## src/ufc_params.svh

```systemverilog
/*
 * Constants of the uart flow control block: register offsets, field
 * positions, reset values. Assumes inclusion by bare name from src/.
 */
// What this block does
// - auto cts: start byte only while cts low
// - cts late: finish byte, hold next
// - cts back low: resume queued data
// - no auto cts: send regardless of cts
// - feature bits 3:0 select software flow
// - bits 3:2 select transmitted flow characters
// - bits 1:0 select compared flow characters
// - pause received: halt tx, flag interrupt
// - resume received: clear flag, continue tx
// - resume-any bit: any error-free char but a pause resumes
// - first resume may count as any char
// - special char flags, no halt, stored
// - errored flow char is ordinary data
// - unpaired first char goes into fifo
// - fill above halt level sends pause
// - fill down to resume level sends resume
// - flow disabled after pause sends resume
// - selection change: old resume, new pause
// - flow chars framed like data bytes
// - feature bit 7 enables auto cts
`ifndef UFC_PARAMS_SVH
`define UFC_PARAMS_SVH
// ------------------------------------------------------------
// register offsets
// ------------------------------------------------------------
`define UFC_ADDR_FEATURE   4'h0
`define UFC_ADDR_MODEM     4'h1
`define UFC_ADDR_IENABLE   4'h2
`define UFC_ADDR_IIDENT    4'h3
`define UFC_ADDR_THRESH    4'h4
`define UFC_ADDR_RES1      4'h5
`define UFC_ADDR_RES2      4'h6
`define UFC_ADDR_PAU1      4'h7
`define UFC_ADDR_PAU2      4'h8
`define UFC_ADDR_STATUS    4'h9
// ------------------------------------------------------------
// field positions
// ------------------------------------------------------------
`define UFC_FEAT_AUTO_CTS  7
`define UFC_FEAT_AUTO_RTS  6
`define UFC_FEAT_SPECIAL   5
`define UFC_MODEM_ANY      5
`define UFC_IEN_FLOW       5
`define UFC_IID_FLOW       4
// ------------------------------------------------------------
// reset values
// ------------------------------------------------------------
`define UFC_RST_REG        8'h00
`define UFC_RST_CHAR       8'h00
`endif

```

## src/ufc_pkg.sv

```systemverilog
/*
 * Types of the uart flow control block.
 * Assumes nothing beyond a SystemVerilog compiler.
 */
package ufc_pkg;
   // transmit side states
   typedef enum logic [2:0] {
      UFC_TX_IDLE  = 3'b000,
      UFC_TX_LOAD  = 3'b001,
      UFC_TX_SHIFT = 3'b010
   } ufc_tx_e;
   // what the next transmitted flow character is
   typedef enum logic [1:0] {
      UFC_SEND_NONE   = 2'b00,
      UFC_SEND_PAUSE  = 2'b01,
      UFC_SEND_RESUME = 2'b10
   } ufc_send_e;
endpackage : ufc_pkg

```

## src/ufc_flow.sv

```systemverilog
/*
 * Flow control of one uart channel: auto cts gating, in-band pause and
 * resume recognition on the receive stream and flow character sending.
 * Assumes a transmit shifter, a receiver and fifos outside: bytes come
 * in with error flags, the shifter reports stop bit midpoint and done.
 */
`timescale 1ns/1ps
`include "ufc_params.svh"
module ufc_flow #(
   parameter int FIFO_DEPTH = 64
) (
   input  wire logic                 core_clk,
   input  wire logic                 rst,
   input  wire logic [3:0]           reg_addr,
   input  wire logic [7:0]           reg_wdata,
   input  wire logic                 reg_wr,
   input  wire logic                 reg_rd,
   output logic [7:0]                reg_rdata,
   input  wire logic                 cts_n,
   input  wire logic [1:0]           word_len,
   input  wire logic                 txf_valid,
   input  wire logic [7:0]           txf_data,
   output logic                      txf_pop,
   output logic                      tx_start,
   output logic [7:0]                tx_data,
   input  wire logic                 tx_busy,
   input  wire logic                 tx_stop_mid,
   input  wire logic                 rx_valid,
   input  wire logic [7:0]           rx_data,
   input  wire logic                 rx_err,
   output logic                      rxf_push,
   output logic [7:0]                rxf_data,
   input  wire logic [6:0]           rx_level,
   output logic                      flow_irq
);
   import ufc_pkg::*;

   // ------------------------------------------------------------
   // registers
   // ------------------------------------------------------------
   logic [7:0] enhanced_feature_reg;
   logic [7:0] modem_control_reg;
   logic [7:0] interrupt_enable_reg;
   logic [7:0] threshold_control_reg;
   logic [7:0] resume_char_first;
   logic [7:0] resume_char_second;
   logic [7:0] pause_char_first;
   logic [7:0] pause_char_second;
   logic       pause_flag;
   logic       special_flag;
   logic       halted;
   logic       pause_sent;
   logic       rd_ident;

   assign rd_ident = reg_rd && (reg_addr == `UFC_ADDR_IIDENT);

   // control registers, cleared by reset
   always_ff @(posedge core_clk or posedge rst) begin
      if (rst) begin
         enhanced_feature_reg  <= `UFC_RST_REG;
         modem_control_reg     <= `UFC_RST_REG;
         interrupt_enable_reg  <= `UFC_RST_REG;
         threshold_control_reg <= `UFC_RST_REG;
      end else if (reg_wr) begin
         case (reg_addr)
            `UFC_ADDR_FEATURE: enhanced_feature_reg  <= reg_wdata;
            `UFC_ADDR_MODEM:   modem_control_reg     <= reg_wdata;
            `UFC_ADDR_IENABLE: interrupt_enable_reg  <= reg_wdata;
            `UFC_ADDR_THRESH:  threshold_control_reg <= reg_wdata;
            default: ;
         endcase
      end
   end

   // flow characters keep their value over reset, so no reset branch
   always_ff @(posedge core_clk) begin
      if (reg_wr) begin
         case (reg_addr)
            `UFC_ADDR_RES1: resume_char_first  <= reg_wdata;
            `UFC_ADDR_RES2: resume_char_second <= reg_wdata;
            `UFC_ADDR_PAU1: pause_char_first   <= reg_wdata;
            `UFC_ADDR_PAU2: pause_char_second  <= reg_wdata;
            default: ;
         endcase
      end
   end

   // read data one cycle after the strobe; unmapped reads give zero
   always_ff @(posedge core_clk or posedge rst) begin
      if (rst) begin
         reg_rdata <= 8'h00;
      end else if (reg_rd) begin
         case (reg_addr)
            `UFC_ADDR_FEATURE: reg_rdata <= enhanced_feature_reg;
            `UFC_ADDR_MODEM:   reg_rdata <= modem_control_reg;
            `UFC_ADDR_IENABLE: reg_rdata <= interrupt_enable_reg;
            `UFC_ADDR_IIDENT:  reg_rdata <= {3'h0, pause_flag | special_flag, 4'h1};
            `UFC_ADDR_THRESH:  reg_rdata <= threshold_control_reg;
            `UFC_ADDR_RES1:    reg_rdata <= resume_char_first;
            `UFC_ADDR_RES2:    reg_rdata <= resume_char_second;
            `UFC_ADDR_PAU1:    reg_rdata <= pause_char_first;
            `UFC_ADDR_PAU2:    reg_rdata <= pause_char_second;
            `UFC_ADDR_STATUS:  reg_rdata <= {6'h00, pause_sent, halted};
            default:           reg_rdata <= 8'h00;
         endcase
      end else begin
         reg_rdata <= 8'h00;
      end
   end

   // ------------------------------------------------------------
   // receive side recognition
   // ------------------------------------------------------------
   logic [1:0] rx_sel;
   logic       rx_on;
   logic       rx_seq;
   logic       use1;
   logic       use2;
   logic       pend_pause;    // first pause char seen, waiting for second
   logic       pend_resume;   // first resume char seen, waiting for second
   logic       hit_pause;
   logic       hit_resume;
   logic       hit_any;
   logic       hit_special;
   logic       eat;           // byte consumed as flow character
   logic       flush_first;   // unpaired first char must be stored
   logic [7:0] flush_char;

   assign rx_sel = enhanced_feature_reg[1:0];
   assign rx_on  = rx_sel != 2'b00;
   assign rx_seq = rx_sel == 2'b11;
   assign use1   = rx_sel == 2'b10;
   assign use2   = rx_sel == 2'b01;

   // match decode; errored bytes never count as flow characters
   always_comb begin
      hit_pause   = 1'b0;
      hit_resume  = 1'b0;
      hit_any     = 1'b0;
      hit_special = 1'b0;
      flush_first = 1'b0;
      flush_char  = 8'h00;
      if (rx_valid && !rx_err) begin
         if (rx_on) begin
            if (use1) begin
               hit_pause  = rx_data == pause_char_first;
               hit_resume = rx_data == resume_char_first;
            end else if (use2) begin
               hit_pause  = rx_data == pause_char_second;
               hit_resume = rx_data == resume_char_second;
            end else begin
               hit_pause  = pend_pause && rx_data == pause_char_second;
               hit_resume = pend_resume && rx_data == resume_char_second;
            end
         end
         // resume-any takes a first resume char as any char; it and the second land in fifo
         hit_any = halted && modem_control_reg[`UFC_MODEM_ANY]
                   && !hit_pause;
         hit_special = enhanced_feature_reg[`UFC_FEAT_SPECIAL]
                       && rx_data == pause_char_second;
      end
      if (rx_valid && (pend_pause || pend_resume) && !hit_pause && !hit_resume) begin
         flush_first = 1'b1;
         flush_char  = pend_pause ? pause_char_first : resume_char_first;
      end
   end

   // first halves of sequential pairs are held back until the second
   logic is_first;
   assign is_first = rx_valid && !rx_err && rx_on && rx_seq && !hit_any
                     && (rx_data == pause_char_first || rx_data == resume_char_first);
   assign eat = hit_pause || (hit_resume && !hit_any) || is_first;

   always_ff @(posedge core_clk or posedge rst) begin
      if (rst) begin
         pend_pause  <= 1'b0;
         pend_resume <= 1'b0;
      end else if (rx_valid) begin
         pend_pause  <= is_first && rx_data == pause_char_first;
         pend_resume <= is_first && rx_data == resume_char_first;
      end
   end

   // ------------------------------------------------------------
   // receive fifo write path; flushed first char goes before this byte
   // ------------------------------------------------------------
   logic       hold_valid;
   logic [7:0] hold_data;

   always_ff @(posedge core_clk or posedge rst) begin
      if (rst) begin
         rxf_push   <= 1'b0;
         rxf_data   <= 8'h00;
         hold_valid <= 1'b0;
         hold_data  <= 8'h00;
      end else begin
         rxf_push <= 1'b0;
         if (flush_first) begin
            rxf_push <= 1'b1;
            rxf_data <= flush_char;
         end else if (hold_valid) begin
            rxf_push <= 1'b1;
            rxf_data <= hold_data;
         end else if (rx_valid && !eat) begin
            rxf_push <= 1'b1;
            rxf_data <= rx_data;
         end
         // byte behind a flush waits one cycle, bytes are far apart
         hold_valid <= flush_first && !eat;
         hold_data  <= rx_data;
      end
   end

   // halt state and interrupt flags; set beats clear in the same cycle
   always_ff @(posedge core_clk or posedge rst) begin
      if (rst) begin
         halted       <= 1'b0;
         pause_flag   <= 1'b0;
         special_flag <= 1'b0;
      end else begin
         if (hit_pause)
            halted <= 1'b1;
         else if (hit_resume || hit_any || !rx_on)
            halted <= 1'b0;
         if (hit_pause && interrupt_enable_reg[`UFC_IEN_FLOW])
            pause_flag <= 1'b1;
         else if (hit_resume || hit_any)
            pause_flag <= 1'b0;
         if (hit_special)
            special_flag <= 1'b1;
         else if (rd_ident)
            special_flag <= 1'b0;
      end
   end

   always_ff @(posedge core_clk or posedge rst) begin
      if (rst)
         flow_irq <= 1'b0;
      else
         flow_irq <= interrupt_enable_reg[`UFC_IEN_FLOW] && (pause_flag || special_flag);
   end

   // ------------------------------------------------------------
   // flow character request from receive fifo level
   // ------------------------------------------------------------
   logic [3:0]   sent_sel;      // flow selection (feature bits 3:0) used for last pause
   logic [3:0]   cur_sel;
   logic         above;
   logic         at_resume;
   logic         want_pause;
   logic         want_resume;
   logic [6:0]   halt_lvl;
   logic [6:0]   resume_lvl;

   assign cur_sel    = enhanced_feature_reg[3:0];
   // nibble counts in units of four entries
   assign halt_lvl   = {1'b0, threshold_control_reg[3:0], 2'b00};
   assign resume_lvl = {1'b0, threshold_control_reg[7:4], 2'b00};
   assign above      = rx_level > halt_lvl;
   assign at_resume  = rx_level <= resume_lvl;
   assign want_pause  = !pause_sent && above && cur_sel[3:2] != 2'b00;
   assign want_resume = pause_sent && (at_resume || cur_sel != sent_sel);

   // ------------------------------------------------------------
   // transmit sequencing
   // ------------------------------------------------------------
   ufc_tx_e    tx_state;
   ufc_send_e  send_kind;
   logic [1:0] send_pair;       // transmit pairs selected for this send
   logic       send_second;     // second char pending: after the first of a 11 sequence, or from the start for 01
   logic       cts_ok;
   logic       cts_block;
   logic [7:0] mask;
   logic [7:0] next_char;

   assign cts_ok = !enhanced_feature_reg[`UFC_FEAT_AUTO_CTS] || !cts_n;

   // short words send only the low bits of the character
   always_comb begin
      case (word_len)
         2'b00:   mask = 8'h1f;
         2'b01:   mask = 8'h3f;
         2'b10:   mask = 8'h7f;
         default: mask = 8'hff;
      endcase
   end

   always_comb begin
      case ({send_kind == UFC_SEND_PAUSE, send_pair[1] && !send_second})
         2'b11:   next_char = pause_char_first;
         2'b10:   next_char = pause_char_second;
         2'b01:   next_char = resume_char_first;
         default: next_char = resume_char_second;
      endcase
   end

   // cts sampled up to stop bit midpoint decides whether next byte may go
   always_ff @(posedge core_clk or posedge rst) begin
      if (rst)
         cts_block <= 1'b0;
      else if (tx_stop_mid || !tx_busy)
         cts_block <= !cts_ok;
   end

   always_ff @(posedge core_clk or posedge rst) begin
      if (rst) begin
         tx_state    <= UFC_TX_IDLE;
         send_kind   <= UFC_SEND_NONE;
         send_pair   <= 2'b00;
         send_second <= 1'b0;
         pause_sent  <= 1'b0;
         sent_sel    <= 4'h0;
         tx_start    <= 1'b0;
         tx_data     <= 8'h00;
         txf_pop     <= 1'b0;
      end else begin
         tx_start <= 1'b0;
         txf_pop  <= 1'b0;
         case (tx_state)
            UFC_TX_IDLE: begin
               if (!tx_busy && !cts_block && cts_ok) begin
                  if (send_kind != UFC_SEND_NONE) begin
                     tx_state <= UFC_TX_LOAD;
                  end else if (want_resume) begin
                     send_kind   <= UFC_SEND_RESUME;
                     send_pair   <= sent_sel[3:2] == 2'b00 ? 2'b10 : sent_sel[3:2];
                     send_second <= sent_sel[3:2] == 2'b01;
                     tx_state    <= UFC_TX_LOAD;
                  end else if (want_pause) begin
                     send_kind   <= UFC_SEND_PAUSE;
                     send_pair   <= cur_sel[3:2];
                     send_second <= cur_sel[3:2] == 2'b01;
                     sent_sel    <= cur_sel;
                     tx_state    <= UFC_TX_LOAD;
                  end else if (txf_valid && !halted) begin
                     tx_start <= 1'b1;
                     tx_data  <= txf_data;
                     txf_pop  <= 1'b1;
                     tx_state <= UFC_TX_SHIFT;
                  end
               end
            end
            UFC_TX_LOAD: begin
               tx_start <= 1'b1;
               tx_data  <= next_char & mask;
               tx_state <= UFC_TX_SHIFT;
               if (send_pair == 2'b11 && !send_second) begin
                  send_second <= 1'b1;
               end else begin
                  pause_sent <= send_kind == UFC_SEND_PAUSE;
                  send_kind  <= UFC_SEND_NONE;
               end
            end
            UFC_TX_SHIFT: begin
               if (!tx_start && !tx_busy)
                  tx_state <= UFC_TX_IDLE;
            end
            default: tx_state <= UFC_TX_IDLE;
         endcase
      end
   end
endmodule : ufc_flow

```

## config.mk

```make
export PLATFORM = sky130hd
export DESIGN_NAME = ufc_flow
export DESIGN_NICKNAME = d
export VERILOG_FILES = /design/src/ufc_pkg.sv /design/src/ufc_flow.sv
export VERILOG_INCLUDE_DIRS = /design/src /design/src/src
export SDC_FILE = /design/constraint.sdc
export NUM_CORES = 1
export LEC_CHECK = 0
export BUFFER_PORTS_ARGS = -buffer_cell sky130_fd_sc_hd__buf_2
export CELL_PAD_IN_SITES_DETAIL_PLACEMENT = 1
export CELL_PAD_IN_SITES_GLOBAL_PLACEMENT = 2
export CORE_ASPECT_RATIO = 1.4
export CORE_MARGIN = 2
export CORE_UTILIZATION = 29
export CTS_CLUSTER_DIAMETER = 40
export CTS_CLUSTER_SIZE = 14
export DETAILED_ROUTE_END_ITERATION = 12
export PLACE_DENSITY_LB_ADDON = 0.1
export SKIP_CTS_REPAIR_TIMING = 1
export SLEW_MARGIN = 20
export SYNTH_ARGS = -nofsm -noshare
export SYNTH_HDL_FRONTEND = slang
export SYNTH_SLANG_ARGS = --single-unit
```

## constraint.sdc

```tcl
create_clock -name core_clk -period 7.4 [get_ports core_clk]
set_input_delay 0.37 -clock core_clk [delete_from_list [all_inputs] [get_ports core_clk]]
set_output_delay 0.37 -clock core_clk [all_outputs]
set_load 0.1 [all_outputs]
```

==> Word-level counts from Yosys, hierarchy flattened <==
Index checks and enable logic that the tools add are counted.
{ "totals": {"regBits": 120, "latch_bits": 0, "mem_bits_rw": 0, "mem_bits_ro": 0, "inputBits": 47, "output_inout_bits": 28, "n_memories": 0} }
{ "op_classes": {"addsub": 0, "mul": 0, "div": 0, "order_cmp": 2, "eq_ne": 38, "shifts": 0, "mux": 65, "bitwise": 5, "reduce_logical": 84} }
{ "op_table": {"columns": ["operator", "n"], "rows": [
  ["two-way mux 8 bit", 11],
  ["one-hot mux 8 bit (10 select lines)", 1],
  ["one-hot mux 8 bit (3 select lines)", 2],
  ["== test 8 bit", 4],
  ["two-way mux 1 bit", 32],
  ["logical AND 1 bit", 30],
  ["two-way mux 3 bit", 6],
  ["AND reduction 2 bit", 9],
  ["== test 4 x 3 -> 1 bit (second input constant)", 4],
  ["zero test 1 bit", 16],
  ["two-way mux 2 bit", 8],
  ["!= test 2 bit (second input constant)", 8],
  ["one-hot mux 8 bit (2 select lines)", 1],
  ["nonzero test 2 bit", 8],
  ["AND reduction 5 bit", 3],
  ["== test 2 x 1 -> 1 bit (second input constant)", 6],
  ["== test 2 bit (second input constant)", 6],
  ["logical OR 1 bit", 10],
  ["one-hot mux 3 bit (3 select lines)", 1],
  ["bitwise AND 8 bit", 1],
  ["== test 4 x 2 -> 1 bit (second input constant)", 2],
  ["== test 4 bit (second input constant)", 2],
  ["greater-than comparator 7 x 6 -> 1 bit", 1],
  ["<= comparator 7 x 6 -> 1 bit", 1],
  ["17 further kinds", 21]
]} }

==> Logic depth before layout (Yosys ltp) <==
Gate-level depths: netlist (run 1).
{ "depth": {"depth_word": 18, "ltp_mapped": 10, "ltp_nobuf": 9} }

==> Worst setup path after synthesis (run 1) <==
Ideal clock, no wire load.
{ "synth_path": {"path_kind": "input port to flip-flop", "startpoint": "input rx_data[1]", "endpoint": "register rxf_data[0]", "setup_ps": 126, "arrival_time_ps": 2176, "t_required_ps": 7274, "slack_ps": 5098, "cell_stages": 10, "n_path_buf": 3, "cell_sequence": "clkbuf_1 -> xor2_1 -> nor4_2 -> nand2_2 -> o221ai_2 -> a211oi_1 -> buf_6 -> a211o_1 -> buf_6 -> mux2_4"} }
{ "synth_between": {"elab_chain_len": 16, "word_cells_on_any_way": 35, "cone_classes": "4 x eq/ne; 13 x mux; 18 x reduce/logical"} }
{ "synth_lines": {"columns": ["element", "line", "source"], "rows": [
  ["start: declaration", "ufc_flow.sv:29", "input wire logic [7:0] rx_data,"],
  ["== test 8 bit", "ufc_flow.sv:149, ufc_flow.sv:152", null],
  ["logical AND 1 bit", "ufc_flow.sv:152", "hit_pause = pend_pause && rx_data == pause_char_second;"],
  ["two-way mux 1 bit", "ufc_flow.sv:148", "end else if (use2) begin"],
  ["two-way mux 1 bit", "ufc_flow.sv:145", "if (use1) begin"],
  ["two-way mux 1 bit", "ufc_flow.sv:144", "if (rx_on) begin"],
  ["two-way mux 1 bit", "ufc_flow.sv:143", "if (rx_valid && !rx_err) begin"],
  ["zero test 1 bit", "ufc_flow.sv:158", "&& !hit_pause;"],
  ["logical AND 1 bit", "ufc_flow.sv:157", "hit_any = halted && modem_control_reg[`UFC_MODEM_ANY]"],
  ["two-way mux 1 bit", "ufc_flow.sv:143", null],
  ["zero test 1 bit", "ufc_flow.sv:170, ufc_flow.sv:172", null],
  ["logical AND 1 bit (on tied branches)", "ufc_flow.sv:172, ufc_flow.sv:170", null],
  ["logical OR 1 bit or logical AND 1 bit (tied branches)", "ufc_flow.sv:172, ufc_flow.sv:171", null],
  ["logical OR 1 bit", "ufc_flow.sv:172", "assign eat = hit_pause || (hit_resume && !hit_any) || is_first;"],
  ["zero test 1 bit", "ufc_flow.sv:204", "end else if (rx_valid && !eat) begin"],
  ["logical AND 1 bit", "ufc_flow.sv:204", null],
  ["nonzero test 3 bit (no line)", null, null],
  ["end signal: assignment", "ufc_flow.sv:200", "rxf_data <= flush_char;"],
  ["end signal: assignment", "ufc_flow.sv:203", "rxf_data <= hold_data;"],
  ["end signal: assignment", "ufc_flow.sv:206", "rxf_data <= rx_data;"],
  ["end: declaration", "ufc_flow.sv:32", "output logic [7:0] rxf_data,"]
]} }
Parallel ways exist; a longest one is shown, timed or not. The select of a mux whose other input is x is not followed.
A chain may end at the register's enable or synchronous reset.

==> Final worst setup path (run 1) <==
{ "layout_path": {"startpoint": "register resume_char_first[3]", "endpoint": "register rxf_data[3]"} }
{ "layout_between": {"elab_chain_len": 10, "word_cells_on_any_way": 18, "cone_classes": "1 x eq/ne; 7 x mux; 10 x reduce/logical"} }
{ "layout_lines": {"columns": ["element", "line", "source"], "rows": [
  ["start: declaration", "ufc_flow.sv:45", "logic [7:0] resume_char_first;"],
  ["start signal: assignment", "ufc_flow.sv:79", "`UFC_ADDR_RES1: resume_char_first <= reg_wdata;"],
  ["== test 8 bit", "ufc_flow.sv:147, ufc_flow.sv:171", null],
  ["two-way mux 1 bit", "ufc_flow.sv:145", null],
  ["two-way mux 1 bit", "ufc_flow.sv:144", null],
  ["two-way mux 1 bit", "ufc_flow.sv:143", null],
  ["logical AND 1 bit", "ufc_flow.sv:172", null],
  ["logical OR 1 bit (2 in a row)", "ufc_flow.sv:172", null],
  ["zero test 1 bit", "ufc_flow.sv:204", null],
  ["logical AND 1 bit", "ufc_flow.sv:204", null],
  ["nonzero test 3 bit (no line)", null, null]
]} }
Parallel ways exist; a longest one is shown, timed or not.

==> results of run 1 <==
## cell families (layout without fill, tap and decap cells)
family                     Yosys count  in the layout  synth area share (%)
and+or+nand+nor                    134            134                  10.6
DFF                                119            119                  50.6
muxes                               99             99                  19.7
AOI/OAI and AO/OA                   77             77                  8.98
buffers and inverters               49            128                  3.51
xor gates and xnor gates            36             36                  5.08
adders and majority gates            8              8                  1.61
## metal layers
metal	global-route usage, %	up-vias	routed length (um)
met3	3.05	22	708
met1	22.3	2204	8260
li1	-	2032	-
met5	0	-	0
met4	7.23	0	424
met2	32.5	107	10300
## area by class of cell
type | instances | area, um2 | share of cell area [%]
Multi-Input combinational cell | 354 | 2860 | 39.0
Sequential cell | 119 | 3140 | 42.8
Clock buffer | 19 | 443 | 6.04
Inverter | 19 | 73.8 | 1.01
Timing Repair Buffer | 77 | 395 | 5.39
Clock inverter | 13 | 100 | 1.36
Tap cell | 260 | 325 | 4.44
## worst reg2reg max path: stages, from the launching register on
cell	delay, ns
edfxtp_1	0.49
xor2_1	0.21
nor4_1	0.42
nand2_1	0.25
o22ai_2	0.30
a211oi_4	0.15
a211o_1	0.52
mux2_4	0.39
## cells in the mapped netlist, types with 4 or more instances
library cell	count	area (um2)
a31oi_1	6	37.5
nand3_1	12	60.1
inv_1	16	60.1
mux2_1	11	124
a21oi_1	16	80.1
mux2i_1	31	310
mux2_2	39	439
buf_6	4	45.0
nor4_1	8	50.1
ha_1	8	100
o21ai_1	4	20.0
o21ai_0	11	55.1
mux2_4	8	120
a22oi_1	5	37.5
nand2_1	41	154
nand2b_1	4	25.0
clkbuf_1	21	78.8
and3_1	4	25.0
xor2_1	36	315
edfxtp_1	32	961
dfrtp_1	87	2180
nor2b_1	9	56.3
nor2_1	37	139
mux4_2	10	225
## per-stage QoR
step | power, mW | hold WS [ns] | setup slack [ns]
6_report | 2.37 | 0.158 | 4.56
5_1_grt | 2.50 | 0.149 | 4.46
4_1_cts | 2.41 | -0.0614 | 4.34
3_5_place_dp | 1.63 | 0.398 | 4.32
3_3_place_gp | 1.62 | 0.393 | 4.46
2_1_floorplan | 1.44 | 0.401 | 4.78
## power by group through the flow
| stage | registers (mW) | logic, mW | clock network [mW] |
|---|---|---|---|
| after floorplan | 1.09 | 0.346 | 0 |
| after global placement | 0.887 | 0.729 | 0 |
| after detailed placement | 0.894 | 0.737 | 0 |
| after CTS | 0.882 | 0.739 | 0.788 |
| after global routing | 0.896 | 0.788 | 0.817 |
| final | 0.880 | 0.726 | 0.769 |
## how the worst max path moves through the flow
| stage | startpoint | endpoint | slack (ns) | cells after the start |
|---|---|---|---|---|
| CTS | pause_char_first[7]$_DFFE_PP_ | rxf_data[3]$_DFFE_PP0P_ | 4.34 | 7 |
| finish | resume_char_first[3]$_DFFE_PP_ | rxf_data[3]$_DFFE_PP0P_ | 4.56 | 7 |
| global route | resume_char_first[3]$_DFFE_PP_ | rxf_data[3]$_DFFE_PP0P_ | 4.46 | 7 |
| floorplan | rst | cts_block$_DFFE_PP0P_ | 4.78 | 1 |
| global placement | rx_data[5] | rxf_data[7]$_DFFE_PP0P_ | 4.46 | 8 |
| detailed placement | rx_data[7] | rxf_data[3]$_DFFE_PP0P_ | 4.32 | 8 |
==> reports/metrics.cfg, run 1 <==
[status]
status=finished clean

[grt]
gr-total-overflow=0
grt_start_max_net_pins=60
grt.total_usage_pct=18.4
grt_pass1_wl_um=30400
grt_pass1_vias=4930
antenna_found_initial=0

[power]
p_seq_share_pct=37.0
peakVddDrop_uv=166
p_sw_share_pct=38.6
power_leakage_nw=3.07
power_frac_clock_pct=32.4
p_comb_share_pct=30.6
p_int_mw=1.46
p_per_area_mw_per_mm2=324
p_sw_mw=0.916

[clock_network]
cts.sinks=119
htreeDepth=4
path_clk_slew_ns=0.07
cts_tree=built
clock_latency_ns=0.42
cts-root-buf=clkbuf_16
clockBufferDepth=2
cts_buffers=17

[floorplanning]
start_util_pct=29.4
chipWidth_um=128
dieArea_mm2=0.0226
die_height_um=177
fp.coreArea_mm2=0.0211
rows=63
io_pins=75

[placement]
portBuffers=74
dp_cells=828
dp_hpwl_um=14900
globalplace.congestion=0.832
place_area_mm2=0.00677

[worst_setup_path]
crit_family=compound AO/OA/AOI/OAI gates
critPathSlowestCell=a211o_1
required_ns=7.70
crit_path_max_incr_delay_ns=0.52
cp.arrival_ns=3.14
cp-start-kind=flop
path_class=reg2reg
cp.buffers_inverters=0
crit_fanout=10
r2r_end=rxf_data[3]$_DFFE_PP0P_
r2r_slack_ns=4.56
endpoint_kind=flop
crit_chain=xor2_1 -> nor4_1 -> nand2_1 -> o22ai_2 -> a211oi_4 -> a211o_1 -> mux2_4
reg2reg_depth=7
timing.rr.start=resume_char_first[3]$_DFFE_PP_

[final_layout]
final_area_mm2=0.00733
nets=643
fillers=2324
syn2layout_area_growth_pct=18.3
final_common_cell=dfrtp_1
fin_util_pct=34.7
n_antenna_cell=0
final_cell_mix=dfrtp_1, buf_2, nand2_1
final_cells=861
drive_gt1_share_pct=29.5

[drt]
vias=4365
firstDrtPassIters=4
antenna_left=0
vias_per_cell=5.07
drt_iter0_markers=293
drc=0
wl_per_cell_um=22.9
wl_um=19700

[yosys]
ys_warn_count=0
syn_inst=522
syn_nets=577
synth_edf_count=32
synth-async-reset-ratio_pct=73.1
synth-main-ff-cell=dfrtp_1
ys_seq_area_share_pct=50.6
synth_cell_types=55
synth_area_mm2=0.00620
syn_avg_cell_area_um2=11.9
synth_seq_cells=119

[sta]
hold_viol_final=0
max_freq_mhz=352
finalCritPeriodShare_pct=38.4
finalSetupViolations=0
slew_violations=0
tns_ns=0
tightest_slew_ns=0.945
rsz0062_at_grt=no
max-slew-margin-rel_pct=36.8
clock_skew_ns=0.0133
period_needed_ns=2.84

[run]
max-cap-violations=0

[hold_path]
hold_class=in2reg
hp-start=rx_data[5]
holdPathEnd=hold_data[5]$_DFF_PP0_
whs_path_depth=1

Power figures use the tool's default switching activity.
==> inputs of run 2 (changes only) <==
==> constraint.sdc (replaced) <==
create_clock -name core_clk -period 2.9 [get_ports core_clk]
set_input_delay 0.145 -clock core_clk [delete_from_list [all_inputs] [get_ports core_clk]]
set_output_delay 0.145 -clock core_clk [all_outputs]
set_load 0.1 [all_outputs]
==> run 2 against run 1 <==
Setup slack got worse by 4.3 ns. Critical path depth grew 2. First-iteration DRC count fell by 13%.
==> reports/metrics.cfg, run 2 (synthesized netlist as in run 1, its figures left out) <==
[final_layout]
drive_gt1_share_pct=30.9  ; was 29.5%
syn2layout_area_growth_pct=22.8  ; was 18.3%
final_cell_mix=dfrtp_1, buf_2, nand2_1  ; unchanged
final_area_mm2=0.00762  ; was 0.00733 mm2
n_antenna_cell=0  ; unchanged
final_common_cell=dfrtp_1  ; unchanged
nets=670  ; was 643

[floorplanning]
die_height_um=177  ; unchanged
chipWidth_um=128  ; unchanged
io_pins=75  ; unchanged
start_util_pct=29.4  ; unchanged
fp.coreArea_mm2=0.0211  ; unchanged
rows=63  ; unchanged
dieArea_mm2=0.0226  ; unchanged

[clock_network]
path_clk_slew_ns=0.06  ; was 0.07 ns
cts_tree=built  ; unchanged
cts_buffers=17  ; unchanged
cts-root-buf=clkbuf_16  ; unchanged
clockBufferDepth=2  ; unchanged
cts.sinks=119  ; unchanged
htreeDepth=4  ; unchanged
clock_latency_ns=0.42  ; about the same

[placement]
portBuffers=74  ; unchanged
place_area_mm2=0.00692  ; was 0.00677 mm2
dp_hpwl_um=15700  ; was 14900 um
globalplace.congestion=0.820  ; was 0.832

[drt]
drc=0  ; unchanged
vias=4477  ; was 4365
wl_per_cell_um=23.1  ; was 22.9 um
wl_um=20500  ; was 19700 um
drt_iter0_markers=256  ; was 293
antenna_left=0  ; unchanged
vias_per_cell=5.04  ; was 5.07
firstDrtPassIters=4  ; unchanged

[worst_setup_path]
crit_family=compound AO/OA/AOI/OAI gates  ; unchanged
crit_fanout=10  ; unchanged
timing.rr.start=threshold_control_reg[1]$_DFFE_PP0P_  ; was resume_char_first[3]$_DFFE_PP_
path_class=reg2reg  ; unchanged
crit_path_max_incr_delay_ns=0.44  ; was 0.52 ns
cp.arrival_ns=2.90  ; was 3.14 ns
reg2reg_depth=9  ; was 7
endpoint_kind=flop  ; unchanged
r2r_end=tx_data[1]$_DFFE_PP0P_  ; was rxf_data[3]$_DFFE_PP0P_
critPathSlowestCell=dfrtp_1  ; was a211o_1
crit_chain=inv_1 -> ha_1 -> nor2b_1 -> o21a_1 -> o21ai_0 -> a211o_1 -> and2_1 -> a31oi_4 -> mux2_2  ; was xor2_1 -> nor4_1 -> nand2_1 -> o22ai_2 -> a211oi_4 -> a211o_1 -> mux2_4
required_ns=3.21  ; was 7.70 ns
cp-start-kind=flop  ; unchanged
r2r_slack_ns=0.30  ; was 4.56 ns
cp.buffers_inverters=1  ; was 0

[status]
status=finished clean  ; unchanged

[hold_path]
holdPathEnd=pend_pause$_DFFE_PP0P_  ; was hold_data[5]$_DFF_PP0_
whs_path_depth=2  ; was 1
hp-start=rx_valid  ; was rx_data[5]
hold_class=in2reg  ; unchanged

[power]
p_int_mw=4.07  ; was 1.46 mW
p_sw_share_pct=36.3  ; was 38.6%
p_total_mw=6.39  ; was 2.37 mW
p_sw_mw=2.32  ; was 0.916 mW
power_frac_clock_pct=34.9  ; was 32.4%
peakVddDrop_uv=409  ; was 166 uV
p_comb_share_pct=30.2  ; was 30.6%
power_leakage_nw=3.23  ; was 3.07 nW
p_per_area_mw_per_mm2=839  ; was 324 mW/mm2
p_seq_share_pct=34.9  ; was 37.0%

[sta]
clock_skew_ns=0.00703  ; was 0.0133 ns
max_freq_mhz=385  ; was 352 MHz
finalCritPeriodShare_pct=89.6  ; was 38.4%
hold_viol_final=0  ; unchanged
max-slew-margin-rel_pct=55.1  ; was 36.8%
rsz0062_at_grt=no  ; unchanged
period_needed_ns=2.60  ; was 2.84 ns
tns_ns=0  ; unchanged
tightest_slew_ns=0.673  ; was 0.945 ns
finalSetupViolations=0  ; unchanged
slew_violations=0  ; unchanged

[grt]
antenna_found_initial=0  ; unchanged
grt.total_usage_pct=18.8  ; was 18.4%
grt_pass1_vias=4957  ; was 4930
grt_start_max_net_pins=38  ; was 60
gr-total-overflow=0  ; unchanged
grt_pass1_wl_um=31200  ; was 30400 um

[run]
max-cap-violations=0  ; unchanged

==> run 2: cell count changes in the layout (fill, tap and decap cells not counted), sizes merged <==
cell,delta
clkbuf,-1
bufinv,+4
dlygate4sd3,+8
inv,-3
buf,+19
==> run 2: layer usage <==
metal  vias up  part of all wire (%)  track usage, %
met2       115                    53            33.5
met1      2269                    42            23.0
met5         -                     0               0
li1       2082                     -               -
met4         0                   1.2            6.36
met3        11                   3.2            3.02
==> run 2: cell type report <==
| type | count | area, um2 |
|---|---|---|
| clock buffer | 18 | 429 |
| clock inverter | 14 | 183 |
| fill | 2314 | 13500 |
| inverter | 19 | 73.8 |
| multi-input combinational | 354 | 2850 |
| sequential | 119 | 3140 |
| tap | 260 | 325 |
| timing repair buffer | 104 | 618 |
==> run 2: power groups by stage <==
stage	clock network (mW)	logic [mW]	registers, mW
after detailed placement	0	1.94	2.27
final	2.23	1.93	2.23
after CTS	2.27	1.95	2.24
after floorplan	0	0.882	2.79
after global placement	0	1.92	2.25
after global routing	2.35	2.08	2.27
==> run 2: worst max path at each step <==
stage,end,depth (start not counted),startpoint
finish,tx_data[1]$_DFFE_PP0P_,9,threshold_control_reg[1]$_DFFE_PP0P_
detailed placement,tx_data[1]$_DFFE_PP0P_,9,threshold_control_reg[1]$_DFFE_PP0P_
floorplan,cts_block$_DFFE_PP0P_,1,rst
CTS,tx_data[1]$_DFFE_PP0P_,9,threshold_control_reg[1]$_DFFE_PP0P_
global route,tx_data[3]$_DFFE_PP0P_,9,threshold_control_reg[1]$_DFFE_PP0P_
global placement,tx_data[3]$_DFFE_PP0P_,9,threshold_control_reg[1]$_DFFE_PP0P_
==> run 2: through the flow <==
step	setup slack [ns]	instances	util, %	hold slack, ns
after floorplan	0.505	522	-	0.176
after global placement	0.319	847	32.7	0.216
after detailed placement	0.261	847	32.7	0.229
after CTS	0.249	879	35.6	-0.227
after global routing	0.149	888	36.1	0.0145
final	0.300	888	36.1	0.00467
